### src/hw/led_timing_cfg.svh
`ifndef LED_TIMING_CFG_SVH
`define LED_TIMING_CFG_SVH
`define OFS_SECOND_PULSE_PERIOD 8'h85
`define OFS_BREATHE_PERIOD 8'h86
`define OFS_PULSE_COUNT_CONFIG 8'h88
`define OFS_FIRST_PULSE_DUTY 8'h90
`define OFS_SECOND_PULSE_DUTY 8'h91
`define OFS_BREATHE_DUTY 8'h92
`define OFS_DIRECT_DUTY 8'h93
`define OFS_LED_CONTROL 8'hA0
`define OFS_LED_STATUS 8'hA1
`define RST_SECOND_PULSE_PERIOD 7'h14
`define RST_BREATHE_PERIOD 7'h5D
`define RST_PULSE_COUNT_CONFIG 7'h04
`define RST_DUTY_LIMITS 8'hF0
`define FINISH_ALERT_BIT 6
`define PERIOD_STEP_MS 32
`define MIN_PERIOD_CODE 7'h05
`define CLOCK_MHZ 100
`define STEP_CYCLES (`PERIOD_STEP_MS * 1000 * `CLOCK_MHZ)
`define STEPS_PER_RAMP 16
`define PWM_PERIOD 8'h64
`endif

### src/hw/led_timing_pkg.sv
package led_timing_pkg;
  typedef enum logic [1:0] {
    BEH_DIRECT = 2'h0,
    BEH_FIRST_PULSE = 2'h1,
    BEH_SECOND_PULSE = 2'h2,
    BEH_BREATHE = 2'h3
  } behavior_t;
  typedef enum logic [3:0] {
    ST_IDLE = 4'h1,
    ST_RISE = 4'h2,
    ST_FALL = 4'h4,
    ST_HOLD = 4'h8
  } led_state_t;
  typedef struct packed {
    logic [3:0] upper;
    logic [3:0] lower;
  } duty_pair_t;
  typedef struct packed {
    logic [7:0] address;
    logic read;
    logic write;
    logic [31:0] writedata;
  } av_req_t;
endpackage
### src/hw/led_breathe_pulse_timing.sv
// Contract
// - second pulse period counts 32 ms per code, reset code gives 640 ms.
// - breathe period counts 32 ms per code, reset gives 2976 ms.
// - seven-bit periods span 32 ms to 4.064 s; bit 7 unused.
// - periods below 160 ms run at shortest achievable period; codes 1 to 4 run at their own 32 to 128 ms, only code 0 is raised to 1.
// - second pulse period used only by behaviour code 10b.
// - breathe period governs behaviour code 11b.
// - finish-alert enable bit 6 raises active-low alert on software-started completions.
// - touch-started activity never raises completion alert.
// - pulse count fields give code plus one pulses.
// - pulse configuration register resets to 04h.
// - separate duty limit pairs per behaviour at 90h to 93h.
// - duty ramps from minimum up to maximum then back to minimum.
// - maximum duty code decodes 7 to 100 percent.
// - minimum duty code decodes 0 to 77 percent.
// - direct behaviour applies new duty settings at once.
// - pattern behaviours ignore setting changes until re-actuated.
// - second pulse repeats while started, finishes count on stop, settles minimum.
// - breathe rise and fall each take half the period.
//
// Implementation choice: the Avalon-MM register port.
`include "led_timing_cfg.svh"
`timescale 1ns/10ps
`default_nettype none
module led_breathe_pulse_timing #(
  parameter int STEP_CYCLES = `STEP_CYCLES,
  parameter int NUM_LEDS = 8
) (
  input wire logic mclk,
  input wire logic reset_n,
  input wire logic [7:0] address,
  input wire logic read,
  input wire logic write,
  input wire logic [31:0] writedata,
  output logic [31:0] readdata,
  output logic waitrequest,
  input wire logic [2*NUM_LEDS-1:0] led_behavior_select,
  input wire logic [NUM_LEDS-1:0] touch_actuate,
  output logic [NUM_LEDS-1:0] led_pwm,
  output logic alert_n
);
  localparam int LW = 2 * `STEPS_PER_RAMP;
  logic [6:0] second_pulse_period_reg;
  logic [6:0] breathe_period_reg;
  logic [6:0] pulse_count_config_reg;
  led_timing_pkg::duty_pair_t duty_reg [4];
  logic [NUM_LEDS-1:0] output_control_reg;
  logic [NUM_LEDS-1:0] done_reg;
  logic alert_reg;
  logic ack_reg;
  logic [7:0] pwm_cnt_reg;
  logic [31:0] base_cnt_reg;
  logic base_tick;
  led_timing_pkg::av_req_t req;
  logic [NUM_LEDS-1:0] done_evt;
  logic [NUM_LEDS-1:0] sw_evt;

  assign req = '{address: address, read: read, write: write, writedata: writedata};

  // maximum duty decode in percent
  function automatic logic [7:0] upper_pct(input logic [3:0] c);
    case (c)
      4'h0: upper_pct = 8'h07;
      4'h1: upper_pct = 8'h09;
      4'h2: upper_pct = 8'h0B;
      4'h3: upper_pct = 8'h0E;
      4'h4: upper_pct = 8'h11;
      4'h5: upper_pct = 8'h14;
      4'h6: upper_pct = 8'h17;
      4'h7: upper_pct = 8'h1A;
      4'h8: upper_pct = 8'h1E;
      4'h9: upper_pct = 8'h23;
      4'hA: upper_pct = 8'h28;
      4'hB: upper_pct = 8'h2E;
      4'hC: upper_pct = 8'h35;
      4'hD: upper_pct = 8'h3F;
      4'hE: upper_pct = 8'h4D;
      default: upper_pct = 8'h64;
    endcase
  endfunction

  // the minimum table is the maximum table shifted one code down
  function automatic logic [7:0] lower_pct(input logic [3:0] c);
    lower_pct = (c == 4'h0) ? 8'h00 : upper_pct(c - 4'h1);
  endfunction

  // writes finish at once; reads take one wait state so that readdata is
  // already registered when the master samples waitrequest low
  assign waitrequest = req.read & ~ack_reg;

  always_ff @(posedge mclk) begin
    if (!reset_n) begin
      ack_reg <= 1'b0;
    end else begin
      ack_reg <= req.read & ~ack_reg;
    end
  end

  always_ff @(posedge mclk) begin
    if (!reset_n) begin
      second_pulse_period_reg <= `RST_SECOND_PULSE_PERIOD;
      breathe_period_reg <= `RST_BREATHE_PERIOD;
      pulse_count_config_reg <= `RST_PULSE_COUNT_CONFIG;
      for (int i = 0; i < 4; i++) begin
        duty_reg[i] <= `RST_DUTY_LIMITS;
      end
      output_control_reg <= '0;
    end else if (req.write) begin
      // bit 7 of the period and pulse configuration registers is dropped
      case (req.address)
        `OFS_SECOND_PULSE_PERIOD: second_pulse_period_reg <= req.writedata[6:0];
        `OFS_BREATHE_PERIOD: breathe_period_reg <= req.writedata[6:0];
        `OFS_PULSE_COUNT_CONFIG: pulse_count_config_reg <= req.writedata[6:0];
        `OFS_FIRST_PULSE_DUTY: duty_reg[0] <= req.writedata[7:0];
        `OFS_SECOND_PULSE_DUTY: duty_reg[1] <= req.writedata[7:0];
        `OFS_BREATHE_DUTY: duty_reg[2] <= req.writedata[7:0];
        `OFS_DIRECT_DUTY: duty_reg[3] <= req.writedata[7:0];
        `OFS_LED_CONTROL: output_control_reg <= req.writedata[NUM_LEDS-1:0];
        default: ;
      endcase
    end
  end

  always_ff @(posedge mclk) begin
    if (!reset_n) begin
      readdata <= '0;
    end else if (req.read) begin
      case (req.address)
        `OFS_SECOND_PULSE_PERIOD: readdata <= {25'h0, second_pulse_period_reg};
        `OFS_BREATHE_PERIOD: readdata <= {25'h0, breathe_period_reg};
        `OFS_PULSE_COUNT_CONFIG: readdata <= {25'h0, pulse_count_config_reg};
        `OFS_FIRST_PULSE_DUTY: readdata <= {24'h0, duty_reg[0]};
        `OFS_SECOND_PULSE_DUTY: readdata <= {24'h0, duty_reg[1]};
        `OFS_BREATHE_DUTY: readdata <= {24'h0, duty_reg[2]};
        `OFS_DIRECT_DUTY: readdata <= {24'h0, duty_reg[3]};
        `OFS_LED_CONTROL: readdata <= {{(32-NUM_LEDS){1'b0}}, output_control_reg};
        `OFS_LED_STATUS: readdata <= {{(32-NUM_LEDS){1'b0}}, done_reg};
        default: readdata <= '0;
      endcase
    end
  end

  // fixed 1 ms tick; a ramp step lasts one tick per period code unit
  always_ff @(posedge mclk) begin
    if (!reset_n) begin
      base_cnt_reg <= '0;
    end else if (base_tick) begin
      base_cnt_reg <= '0;
    end else begin
      base_cnt_reg <= base_cnt_reg + 32'h1;
    end
  end
  // 32 ms / 32 ramp steps = 1 ms per step per code unit
  assign base_tick = (base_cnt_reg >= 32'(STEP_CYCLES / LW - 1));

  always_ff @(posedge mclk) begin
    if (!reset_n) begin
      pwm_cnt_reg <= '0;
    end else if (pwm_cnt_reg == `PWM_PERIOD - 8'h1) begin
      pwm_cnt_reg <= '0;
    end else begin
      pwm_cnt_reg <= pwm_cnt_reg + 8'h1;
    end
  end

  for (genvar g = 0; g < NUM_LEDS; g++) begin : led_gen
    led_timing_pkg::led_state_t state_reg;
    led_timing_pkg::behavior_t beh;
    led_timing_pkg::behavior_t beh_reg;
    logic [3:0] up_reg, lo_reg;
    logic [6:0] per_reg;
    logic [2:0] cnt_reg;
    logic [2:0] pulses_reg;
    logic [4:0] step_reg;
    logic [6:0] div_reg;
    logic act, act_d_reg, sw_reg;
    logic [7:0] duty_lo, duty_hi, duty_now;
    logic [12:0] span;
    assign beh = led_timing_pkg::behavior_t'(led_behavior_select[2*g+1:2*g]);
    assign act = output_control_reg[g] | touch_actuate[g];
    assign duty_lo = lower_pct(beh_reg == led_timing_pkg::BEH_DIRECT ? duty_reg[3].lower : lo_reg);
    assign duty_hi = upper_pct(beh_reg == led_timing_pkg::BEH_DIRECT ? duty_reg[3].upper : up_reg);
    // even spread of duty between limits across ramp steps
    assign span = 13'(duty_hi > duty_lo ? duty_hi - duty_lo : 8'h0) * 13'(step_reg);
    assign duty_now = (state_reg == led_timing_pkg::ST_RISE || state_reg ==
      led_timing_pkg::ST_FALL) ? 8'(duty_lo + 8'(span / 13'(`STEPS_PER_RAMP - 1))) :
      (state_reg == led_timing_pkg::ST_HOLD) ? duty_hi : duty_lo;
    assign done_evt[g] = (state_reg == led_timing_pkg::ST_FALL) && base_tick &&
      div_reg == 7'h0 && step_reg == 5'h0 && cnt_reg == 3'h0 &&
      (beh_reg != led_timing_pkg::BEH_SECOND_PULSE || !act);
    assign sw_evt[g] = done_evt[g] & sw_reg;

    always_ff @(posedge mclk) begin
      if (!reset_n) begin
        act_d_reg <= 1'b0;
      end else begin
        act_d_reg <= act;
      end
    end

    always_ff @(posedge mclk) begin
      if (!reset_n) begin
        state_reg <= led_timing_pkg::ST_IDLE;
        beh_reg <= led_timing_pkg::BEH_DIRECT;
        up_reg <= '0;
        lo_reg <= '0;
        per_reg <= '0;
        cnt_reg <= '0;
        step_reg <= '0;
        div_reg <= '0;
        sw_reg <= 1'b0;
      end else begin
        case (state_reg)
          led_timing_pkg::ST_IDLE: begin
            if (act && !act_d_reg) begin
              // settings latched only at actuation
              beh_reg <= beh;
              sw_reg <= output_control_reg[g] & ~touch_actuate[g];
              step_reg <= '0;
              div_reg <= '0;
              case (beh)
                led_timing_pkg::BEH_FIRST_PULSE: begin
                  {up_reg, lo_reg} <= duty_reg[0];
                  per_reg <= 7'h0;
                  cnt_reg <= pulse_count_config_reg[2:0];
                  state_reg <= led_timing_pkg::ST_RISE;
                end
                led_timing_pkg::BEH_SECOND_PULSE: begin
                  {up_reg, lo_reg} <= duty_reg[1];
                  per_reg <= second_pulse_period_reg;
                  cnt_reg <= pulse_count_config_reg[5:3];
                  state_reg <= led_timing_pkg::ST_RISE;
                end
                led_timing_pkg::BEH_BREATHE: begin
                  {up_reg, lo_reg} <= duty_reg[2];
                  per_reg <= breathe_period_reg;
                  cnt_reg <= 3'h0;
                  state_reg <= led_timing_pkg::ST_RISE;
                end
                default: state_reg <= led_timing_pkg::ST_HOLD;
              endcase
            end
          end
          led_timing_pkg::ST_RISE, led_timing_pkg::ST_FALL: begin
            if (beh_reg == led_timing_pkg::BEH_BREATHE && !act) begin
              state_reg <= led_timing_pkg::ST_IDLE;
            end else if (base_tick) begin
              // code 0 acts as 1; other short codes are used as given, with no minimum
              if (div_reg + 7'h1 < (per_reg == 7'h0 ? 7'h1 : per_reg)) begin
                div_reg <= div_reg + 7'h1;
              end else begin
                div_reg <= '0;
                if (state_reg == led_timing_pkg::ST_RISE) begin
                  if (step_reg == 5'(`STEPS_PER_RAMP - 1)) begin
                    state_reg <= led_timing_pkg::ST_FALL;
                  end else begin
                    step_reg <= step_reg + 5'h1;
                  end
                end else if (step_reg != 5'h0) begin
                  step_reg <= step_reg - 5'h1;
                end else if (beh_reg == led_timing_pkg::BEH_SECOND_PULSE && act) begin
                  state_reg <= led_timing_pkg::ST_RISE;
                end else if (cnt_reg != 3'h0) begin
                  cnt_reg <= cnt_reg - 3'h1;
                  state_reg <= led_timing_pkg::ST_RISE;
                end else if (beh_reg == led_timing_pkg::BEH_BREATHE) begin
                  state_reg <= led_timing_pkg::ST_RISE;
                end else begin
                  state_reg <= led_timing_pkg::ST_IDLE;
                end
              end
            end
          end
          led_timing_pkg::ST_HOLD: begin
            if (!act) begin
              state_reg <= led_timing_pkg::ST_IDLE;
            end
          end
          default: state_reg <= led_timing_pkg::ST_IDLE;
        endcase
      end
    end

    always_ff @(posedge mclk) begin
      if (!reset_n) begin
        led_pwm[g] <= 1'b0;
      end else begin
        led_pwm[g] <= (pwm_cnt_reg < duty_now);
      end
    end

    // only direct leds park at the live upper limit
    hold_direct_a: assert property (@(posedge mclk) disable iff (!reset_n)
      state_reg == led_timing_pkg::ST_HOLD |-> beh_reg == led_timing_pkg::BEH_DIRECT)
      else $error("hold state outside direct behaviour");

    // a running pattern must not pick up register writes
    latch_hold_a: assert property (@(posedge mclk) disable iff (!reset_n)
      state_reg != led_timing_pkg::ST_IDLE |=>
      $stable(up_reg) && $stable(lo_reg) && $stable(per_reg))
      else $error("pattern settings changed while running");

    duty_range_a: assert property (@(posedge mclk) disable iff (!reset_n)
      (state_reg == led_timing_pkg::ST_RISE || state_reg == led_timing_pkg::ST_FALL) |->
      duty_now >= duty_lo && (duty_hi < duty_lo || duty_now <= duty_hi))
      else $error("ramp duty outside limits");

    step_limit_a: assert property (@(posedge mclk) disable iff (!reset_n)
      step_reg < 5'(`STEPS_PER_RAMP))
      else $error("ramp step out of range");
  end

  always_ff @(posedge mclk) begin
    if (!reset_n) begin
      done_reg <= '0;
    end else begin
      // set wins over a clear by write
      done_reg <= (done_reg & ~((req.write && req.address == `OFS_LED_STATUS) ?
        req.writedata[NUM_LEDS-1:0] : '0)) | sw_evt;
    end
  end

  always_ff @(posedge mclk) begin
    if (!reset_n) begin
      alert_reg <= 1'b0;
    end else begin
      alert_reg <= pulse_count_config_reg[`FINISH_ALERT_BIT] && (done_reg != '0);
    end
  end
  assign alert_n = ~alert_reg;

  alert_gate_a: assert property (@(posedge mclk) disable iff (!reset_n)
    !pulse_count_config_reg[`FINISH_ALERT_BIT] |=> alert_n)
    else $error("alert raised while disabled");

  alert_follow_a: assert property (@(posedge mclk) disable iff (!reset_n)
    pulse_count_config_reg[`FINISH_ALERT_BIT] && done_reg != '0 |=> !alert_n)
    else $error("alert missing for finished pattern");

  cfg_bit7_a: assert property (@(posedge mclk) disable iff (!reset_n)
    read && address == `OFS_BREATHE_PERIOD |=> readdata[7] == 1'b0)
    else $error("unused bit read nonzero");

  period_bits_a: assert property (@(posedge mclk) disable iff (!reset_n)
    read && address == `OFS_SECOND_PULSE_PERIOD |=> readdata[31:7] == '0)
    else $error("period wider than seven bits");

  // touch-only completions must leave the sticky status alone
  touch_no_alert_a: assert property (@(posedge mclk) disable iff (!reset_n)
    (done_evt & ~sw_evt) != '0 && sw_evt == '0 && done_reg == '0 |=> done_reg == '0)
    else $error("touch activity flagged completion");

  // set wins over a same-cycle clear
  status_set_a: assert property (@(posedge mclk) disable iff (!reset_n)
    sw_evt != '0 |=> (done_reg & $past(sw_evt)) == $past(sw_evt))
    else $error("completion status lost");

  tick_bound_a: assert property (@(posedge mclk) disable iff (!reset_n)
    base_cnt_reg < 32'(STEP_CYCLES / LW))
    else $error("tick divider overran");

  pwm_bound_a: assert property (@(posedge mclk) disable iff (!reset_n)
    pwm_cnt_reg < `PWM_PERIOD)
    else $error("pwm frame counter overran");

  answer_one_a: assert property (@(posedge mclk) disable iff (!reset_n)
    write |-> !waitrequest)
    else $error("write not answered at once");

  read_wait_a: assert property (@(posedge mclk) disable iff (!reset_n)
    read && waitrequest |=> !read || !waitrequest)
    else $error("read held in wait too long");
endmodule
`default_nettype wire

### config.mk
export PLATFORM = sky130hd
export DESIGN_NAME = led_breathe_pulse_timing
export DESIGN_NICKNAME = d
export VERILOG_FILES = /design/src/hw/led_timing_pkg.sv /design/src/hw/led_breathe_pulse_timing.sv
export VERILOG_INCLUDE_DIRS = /design/src /design/src/hw
export SDC_FILE = /design/constraint.sdc
export NUM_CORES = 2
export LEC_CHECK = 0
export BUFFER_PORTS_ARGS = -buffer_cell sky130_fd_sc_hd__buf_2
export CORE_UTILIZATION = 35
export CTS_BUF_LIST = sky130_fd_sc_hd__clkbuf_16
export DETAILED_ROUTE_END_ITERATION = 8
export GPL_ROUTABILITY_DRIVEN = 1
export PLACE_DENSITY = 0.58
export SYNTH_ARGS = -nofsm -noshare
export SYNTH_HDL_FRONTEND = slang
export SYNTH_SLANG_ARGS = --single-unit
### constraint.sdc
create_clock -name mclk -period 16.8 [get_ports mclk]
set_input_delay 1.68 -clock mclk [delete_from_list [all_inputs] [get_ports mclk]]
set_output_delay 1.68 -clock mclk [all_outputs]
set_load 0.02 [all_outputs]
== Word-level counts from Yosys, hierarchy flattened ==
Memories as Yosys holds them, arrays and structs flattened.
Index checks and enable logic that the tools add are counted.

* Flip-flop bits (word level): 423
* Bits in writable memories: 32
* Memory bits (read-only): 1792
* Input port bits: 68
* Output and inout port bits: 42
* Logic and storage cells: 1123
* Memories: 17

{| class="wikitable"
|+ Memory list
! memory !! words !! bits a word !! read ports !! clocked after Yosys merged registers in !! wr ports !! RTL line !! source
|-
| (no name shown) || 16 || 7 || 1 || 0 || 0 || led_breathe_pulse_timing.sv:62 || <nowiki>case (c)</nowiki>
|-
| (no name shown) || 16 || 7 || 1 || 0 || 0 || led_breathe_pulse_timing.sv:62 ||
|-
| (no name shown) || 16 || 7 || 1 || 0 || 0 || led_breathe_pulse_timing.sv:62 ||
|-
| (no name shown) || 16 || 7 || 1 || 0 || 0 || led_breathe_pulse_timing.sv:62 ||
|-
| (no name shown) || 16 || 7 || 1 || 0 || 0 || led_breathe_pulse_timing.sv:62 ||
|-
| (no name shown) || 16 || 7 || 1 || 0 || 0 || led_breathe_pulse_timing.sv:62 ||
|-
| +11 memories || n/a || n/a || n/a || n/a || n/a || n/a ||
|}

* Add/sub/neg operators: 58
* $mul: 8
* Div/mod/pow operators: 8
* $lt $le $gt $ge: 25
* Equal/unequal tests: 226
* Multiplexer cells: 391
* Bitwise logic cells: 43
* Reduce and logical (&&, ||, !) cells: 249

{| class="wikitable"
|+ Operator list
! cell !! number
|-
| $mux 4 || 88
|-
| $pmux 4 s3 || 24
|-
| $mux 5 || 56
|-
| $mux 7 || 40
|-
| $mux 8 || 29
|-
| $mux 3 || 64
|-
| $pmux 7 s3 || 8
|-
| $ne 2x2->1 const B || 80
|-
| $logic_not 7->1 || 16
|-
| $pmux 7 s2 || 8
|-
| $div 13x4->13 const B || 8
|-
| $mul 13x5->13 || 8
|-
| $mux 13 || 8
|-
| $ne 3x3->1 const B || 32
|-
| $pmux 5 s2 || 8
|-
| $reduce_and 10->1 || 8
|-
| $eq 8x8->1 const B || 9
|-
| $pmux 3 s3 || 8
|-
| $pmux 8 s9 || 1
|-
| $sub 8x8->9 || 8
|-
| $ne 4x4->1 const B || 17
|-
| $logic_and 1x1->1 || 66
|-
| $add 8x8->8 || 8
|-
| $eq 2x2->1 const B || 32
|-
| other kinds (45) || 374
|}

== Depth between registers and ports, before layout ==
An unclocked memory read counts as a cell.

* Depth in word-level cells: 12
* Gate-level depth with buffers: 68
* Gate-level depth less buffers: 62

== Least setup slack after synthesis ==
OpenSTA, ideal clock, no wires.

* Path kind: reg2reg
* Start: register led_gen[2].beh_reg[1]
* End: register led_pwm[2]
* Library setup time: 0.060 ns
* Data arrival time: 14.033 ns
* Data required time: 16.740 ns
* Setup slack: 2.707 ns
* Stages on the path, launching flop included: 64
* Buffers on the path: 5
* Period minus slack after synthesis: 14.093 ns
* Cells stage by stage: dfxtp_1 clkbuf_1 nor2_1 buf_1 mux2_2 clkinv_1 ha_1 clkbuf_1 xnor2_1 mux2i_1 nand3_1 a21oi_1 a31oi_1 nand2_1 inv_1 ha_1 nor2b_1 o31a_1 [28 not listed] ha_1 nand2b_1 or4_1 o21ai_1 ha_1 fa_1 a21oi_1 ha_1 o21ai_0 nand2b_1 a21oi_1 nor2b_1 o21ai_0 nand2b_1 a21oi_1 nor2b_1 o21ai_0 and3b_1

* Longest elaborated chain between the ends: 12
* Elaborated cells on any way between the ends: 17
* Classes of those cells: add/sub (3); mul (1); div (1); order compare (2); mux (6); reduce/logical (2); memory (2)

{| class="wikitable"
|+ RTL lines
! item !! RTL line !! source
|-
| start: declaration || led_breathe_pulse_timing.sv:169 || <nowiki>led_timing_pkg::behavior_t beh_reg;</nowiki>
|-
| start signal: assignment || led_breathe_pulse_timing.sv:204 || <nowiki>beh_reg <= led_timing_pkg::BEH_DIRECT;</nowiki>
|-
| start signal: assignment || led_breathe_pulse_timing.sv:217 || <nowiki>beh_reg <= beh;</nowiki>
|-
| $logic_not 2->1 (*) || led_breathe_pulse_timing.sv:181, led_breathe_pulse_timing.sv:182 ||
|-
| $mux 4 || led_breathe_pulse_timing.sv:181 || <nowiki>assign duty_lo = lower_pct(beh_reg == led_timing_pkg::BEH_DIRECT ? duty_reg[3].lower : lo_reg);</nowiki>
|-
| $sub 4x1->4 || led_breathe_pulse_timing.sv:84 || <nowiki>lower_pct = (c == 4'h0) ? 8'h00 : upper_pct(c - 4'h1);</nowiki>
|-
| $mem_v2 16x7 || n/a ||
|-
| $mux 8 || led_breathe_pulse_timing.sv:84 ||
|-
| $sub 8x8->9 / $gt 8x8->1 (equally long branches) || led_breathe_pulse_timing.sv:184 || <nowiki>assign span = 13'(duty_hi > duty_lo ? duty_hi - duty_lo : 8'h0) * 13'(step_reg);</nowiki>
|-
| $mux 13 || led_breathe_pulse_timing.sv:184 ||
|-
| $mul 13x5->13 || led_breathe_pulse_timing.sv:184 ||
|-
| $div 13x4->13 || led_breathe_pulse_timing.sv:186 || <nowiki>led_timing_pkg::ST_FALL) ? 8'(duty_lo + 8'(span / 13'(`STEPS_PER_RAMP - 1))) :</nowiki>
|-
| $add 8x8->8 || led_breathe_pulse_timing.sv:186 ||
|-
| $mux 8 (*) || led_breathe_pulse_timing.sv:185 || <nowiki>assign duty_now = (state_reg == led_timing_pkg::ST_RISE || state_reg ==</nowiki>
|-
| $lt 8x8->1 (*) || led_breathe_pulse_timing.sv:288 || <nowiki>led_pwm[g] <= (pwm_cnt_reg < duty_now);</nowiki>
|-
| end signal: indexed assignment || led_breathe_pulse_timing.sv:288 ||
|-
| end: declaration || led_breathe_pulse_timing.sv:39 || <nowiki>output logic [NUM_LEDS-1:0] led_pwm,</nowiki>
|}

Every way passes the cells marked *; elsewhere a longest branch is shown, timed or not.
A chain may end at the register's enable or synchronous reset.

== Worst setup path after layout ==
* Start: register led_gen[6].beh_reg[0]
* End: register led_pwm[6]

* Longest elaborated chain between the ends: 12
* Elaborated cells on any way between the ends: 17
* Classes of those cells: add/sub (3); mul (1); div (1); order compare (2); mux (6); reduce/logical (2); memory (2)

{| class="wikitable"
|+ RTL lines
! item !! RTL line
|-
| start: declaration || led_breathe_pulse_timing.sv:169
|-
| start signal: assignment || led_breathe_pulse_timing.sv:204
|-
| start signal: assignment || led_breathe_pulse_timing.sv:217
|-
| $logic_not 2->1 (*) || led_breathe_pulse_timing.sv:181, led_breathe_pulse_timing.sv:182
|-
| $mux 4 || led_breathe_pulse_timing.sv:181
|-
| $sub 4x1->4 || led_breathe_pulse_timing.sv:84
|-
| $mem_v2 16x7 || n/a
|-
| $mux 8 || led_breathe_pulse_timing.sv:84
|-
| $sub 8x8->9 / $gt 8x8->1 (equally long branches) || led_breathe_pulse_timing.sv:184
|-
| $mux 13 || led_breathe_pulse_timing.sv:184
|-
| $mul 13x5->13 || led_breathe_pulse_timing.sv:184
|-
| $div 13x4->13 || led_breathe_pulse_timing.sv:186
|-
| $add 8x8->8 || led_breathe_pulse_timing.sv:186
|-
| $mux 8 (*) || led_breathe_pulse_timing.sv:185
|-
| $lt 8x8->1 (*) || led_breathe_pulse_timing.sv:288
|}

Marked as above.

==> run metrics <==
Synth Instances 7465; Crit path arrival time 16200 ps; unrepaired setup endpoints after global routing no; routed vias/inst 5.62; initial antenna violation count 24; Final ANT Viol Nets 0; Pre-antenna DRT Iters 7; largest family of logic cells by synthesized area compound AO/OA/AOI/OAI gates; total gr overflow 0; DR iter-0 viols 4084; Clock Tree Buf Depth 3; I/O pin cnt 110; CTS tree yes; simple-gate area share of the yosys netlist between 20% and 30%; full die area 0.165 mm²; Flop pwr share about 17%; Power Total 7.49 mW; hold slack 464 ps; GP Congestion 0.897; Synth cell types between 100 and 150; mean post-synth cell area approximately 7.6 µm²; Worst slew margin 18.4%; most common cell after layout, fill and taps aside nand2_1; power share of the combinational group 66.3%; layout cell share with drive strength beyond 1 6.24%; final WL 169 mm; Async SR Flop Fraction 0%; core area 0.161 mm²; top_reg_cell synth dfxtp_1; I/O Buffers 61; Design Area, Final 0.0614 mm²; Post-CTS Hold Buffers 0; fin util 38.1%; type of origin of the critical path flip-flop; # DRC 0; CP most frequent cell o21ai_0; maximum clock rate 64.0 MHz; Sw Ratio about half; pwr/cell area ~120 mW/mm²; Synth area leader dfxtp_1; Total Nets Final 8199; WS Path Type reg2reg; FF+latch count, synth around 430; fin crit share 93.0%; CP Capture Type flip-flop; DIE HEIGHT slightly above 400 µm; synth warn 0; DP Cell Count around 9500; Clock Sinks 431; fin worst setup slack 1180 ps; Seq/Total Area, Yosys between 10% and 20%; CP Data Required Time 17370 ps; Starting Density 35.4%; Inserted Clock Buffers 52; Worst-path clk slew 60 ps; Clk pwr share 16.6%; H-tree Lvls 2; Synth Area in XOR/XNOR 5.91%; status finished clean; largest net degree at the start of global routing 93; Slew @ Worst Pin 1210 ps; final hold viol count 0; compound-cell area share of the yosys netlist 25.5%; crit-path max cell delay 640 ps; Final HPWL DP approximately 130 mm; top post-synthesis cells by area dfxtp_1, ha_1, fa_1, nand2_1, o21ai_0; multiplexer area fraction after synthesis ~3.8%; post-DR wirelength/cell 17.6 µm; Psw 3.72 mW; Placed Area 0.0596 mm²; pre-CTS setup slack ~1000 ps; Pleak 26.3 nW; routed vias 53975; top-area cell type share of the netlist area between 10 and 15%; Max FO, Critical Path 15; post-route minimum period 15620 ps; Layout Skew around 35 ps; VDD IR-drop max about 0.078 mV; Slew Limit Fails 0; adder-cell share of the synthesized area about a fifth; setup_tns 0 ps; row cnt 147; Total GRT Usage 19.9%; worst hold-check path type reg2reg; # Post-CTS Setup Buffers 0; CTS root buf clkbuf_16; Synth Cell Area 0.0571 mm²; max-cap violation count 0; synth-to-layout area growth 7.68%; final setup violating endpoints 0; Post-synth EDFFs 32; slowest cell on the critical path xnor2_1; die width 406 µm; leading cell types in the layout, fill and taps excluded nand2_1, inv_1, nor2_1; final std cells w/o fill 9600; Int Pwr 3.77 mW; vias in the first global route just over 50000; global-route wire length before repair 270 mm; clk_lat worst skew about 640 ps
per-layer routing:
metal  wire (µm)  share of wire, %  GRT usage, %
met3       10500               6.2          2.48
met5          53             0.031             0
met2       74100                44          32.1
met1       78900                47          27.7
met4        5070               3.0          5.61
cell type report:
class | instances | area, µm²
diodes | 8 | 20.0
clock buffers | 53 | 1330
clock inverters | 45 | 490
fillers | 16648 | 99700
inverters | 597 | 2240
multi-input cells | 6176 | 44900
flip-flops and latches | 431 | 8950
well taps | 2160 | 2700
repair buffers | 130 | 833
cells in the mapped netlist, types with 42 or more instances:
library cell and n:
nand2_1 715, inv_1 568, nor2_1 566, ha_1 511, o21ai_0 430, a21oi_1 417, dfxtp_1 399, nor3_1 297
nand3_1 251, clkbuf_1 244, fa_1 232, xnor2_1 227, nor2b_1 165, mux2i_1 127, and2_1 126, a22oi_1 123
xor2_1 116, a21boi_0 112, nand2b_1 112, o211a_1 112, a21o_1 107, o211ai_1 92, a211oi_1 88, or3_1 76
mux2_2 70, o21a_1 69, a31oi_1 66, nand4_1 55, nor4_1 53, buf_1 49, o22ai_1 47, or2_2 42
worst max-delay path: cells and delay by family, from the launching register on:
| kind | cells | cell delay, ps |
|---|---|---|
| muxes | 2 | 700 |
| xor gates and xnor gates | 4 | 1430 |
| DFF | 1 | 370 |
| adders and majority gates | 10 | 3840 |
| buffers and inverters | 6 | 990 |
| AOI/OAI and AO/OA | 22 | 5170 |
| and+or+nand+nor | 13 | 3030 |
final timing paths:
path,end,startpoint,slack [ps],cells past startpoint
hold / removal,base_cnt_reg[0],base_cnt_reg[0],460,1
hold reg to reg,base_cnt_reg[0],base_cnt_reg[0],460,1
setup reg to reg,led_pwm[6],led_gen[6].beh_reg[0],1180,57
setup / recovery,led_pwm[6],led_gen[6].beh_reg[0],1180,57
cell families after synthesis:
family / after synthesis
AO/OA/AOI/OAI: 2108
multiplexers: 206
AND/OR/NAND/NOR: 2661
other: 1
adder cells (fa/ha/maj): 762
flip-flops: 431
buffers and inverters: 936
XOR/XNOR: 360
power by group through the flow:
stage | sequential [mW] | combinational, mW | clock (mW)
4_1_cts | 1.28 | 4.92 | 1.26
3_3_place_gp | 1.29 | 4.81 | 0
5_1_grt | 1.30 | 5.57 | 1.30
2_1_floorplan | 1.24 | 3.90 | 0
3_5_place_dp | 1.30 | 4.89 | 0
6_report | 1.28 | 4.97 | 1.24
timing repair:
action | CTS | global route
resized for setup | 0 | 9
hold endpoints to repair | 0 | 0
endpoints found under the setup margin | 0 | 2
Note: power is estimated with default switching activity, not from simulation.
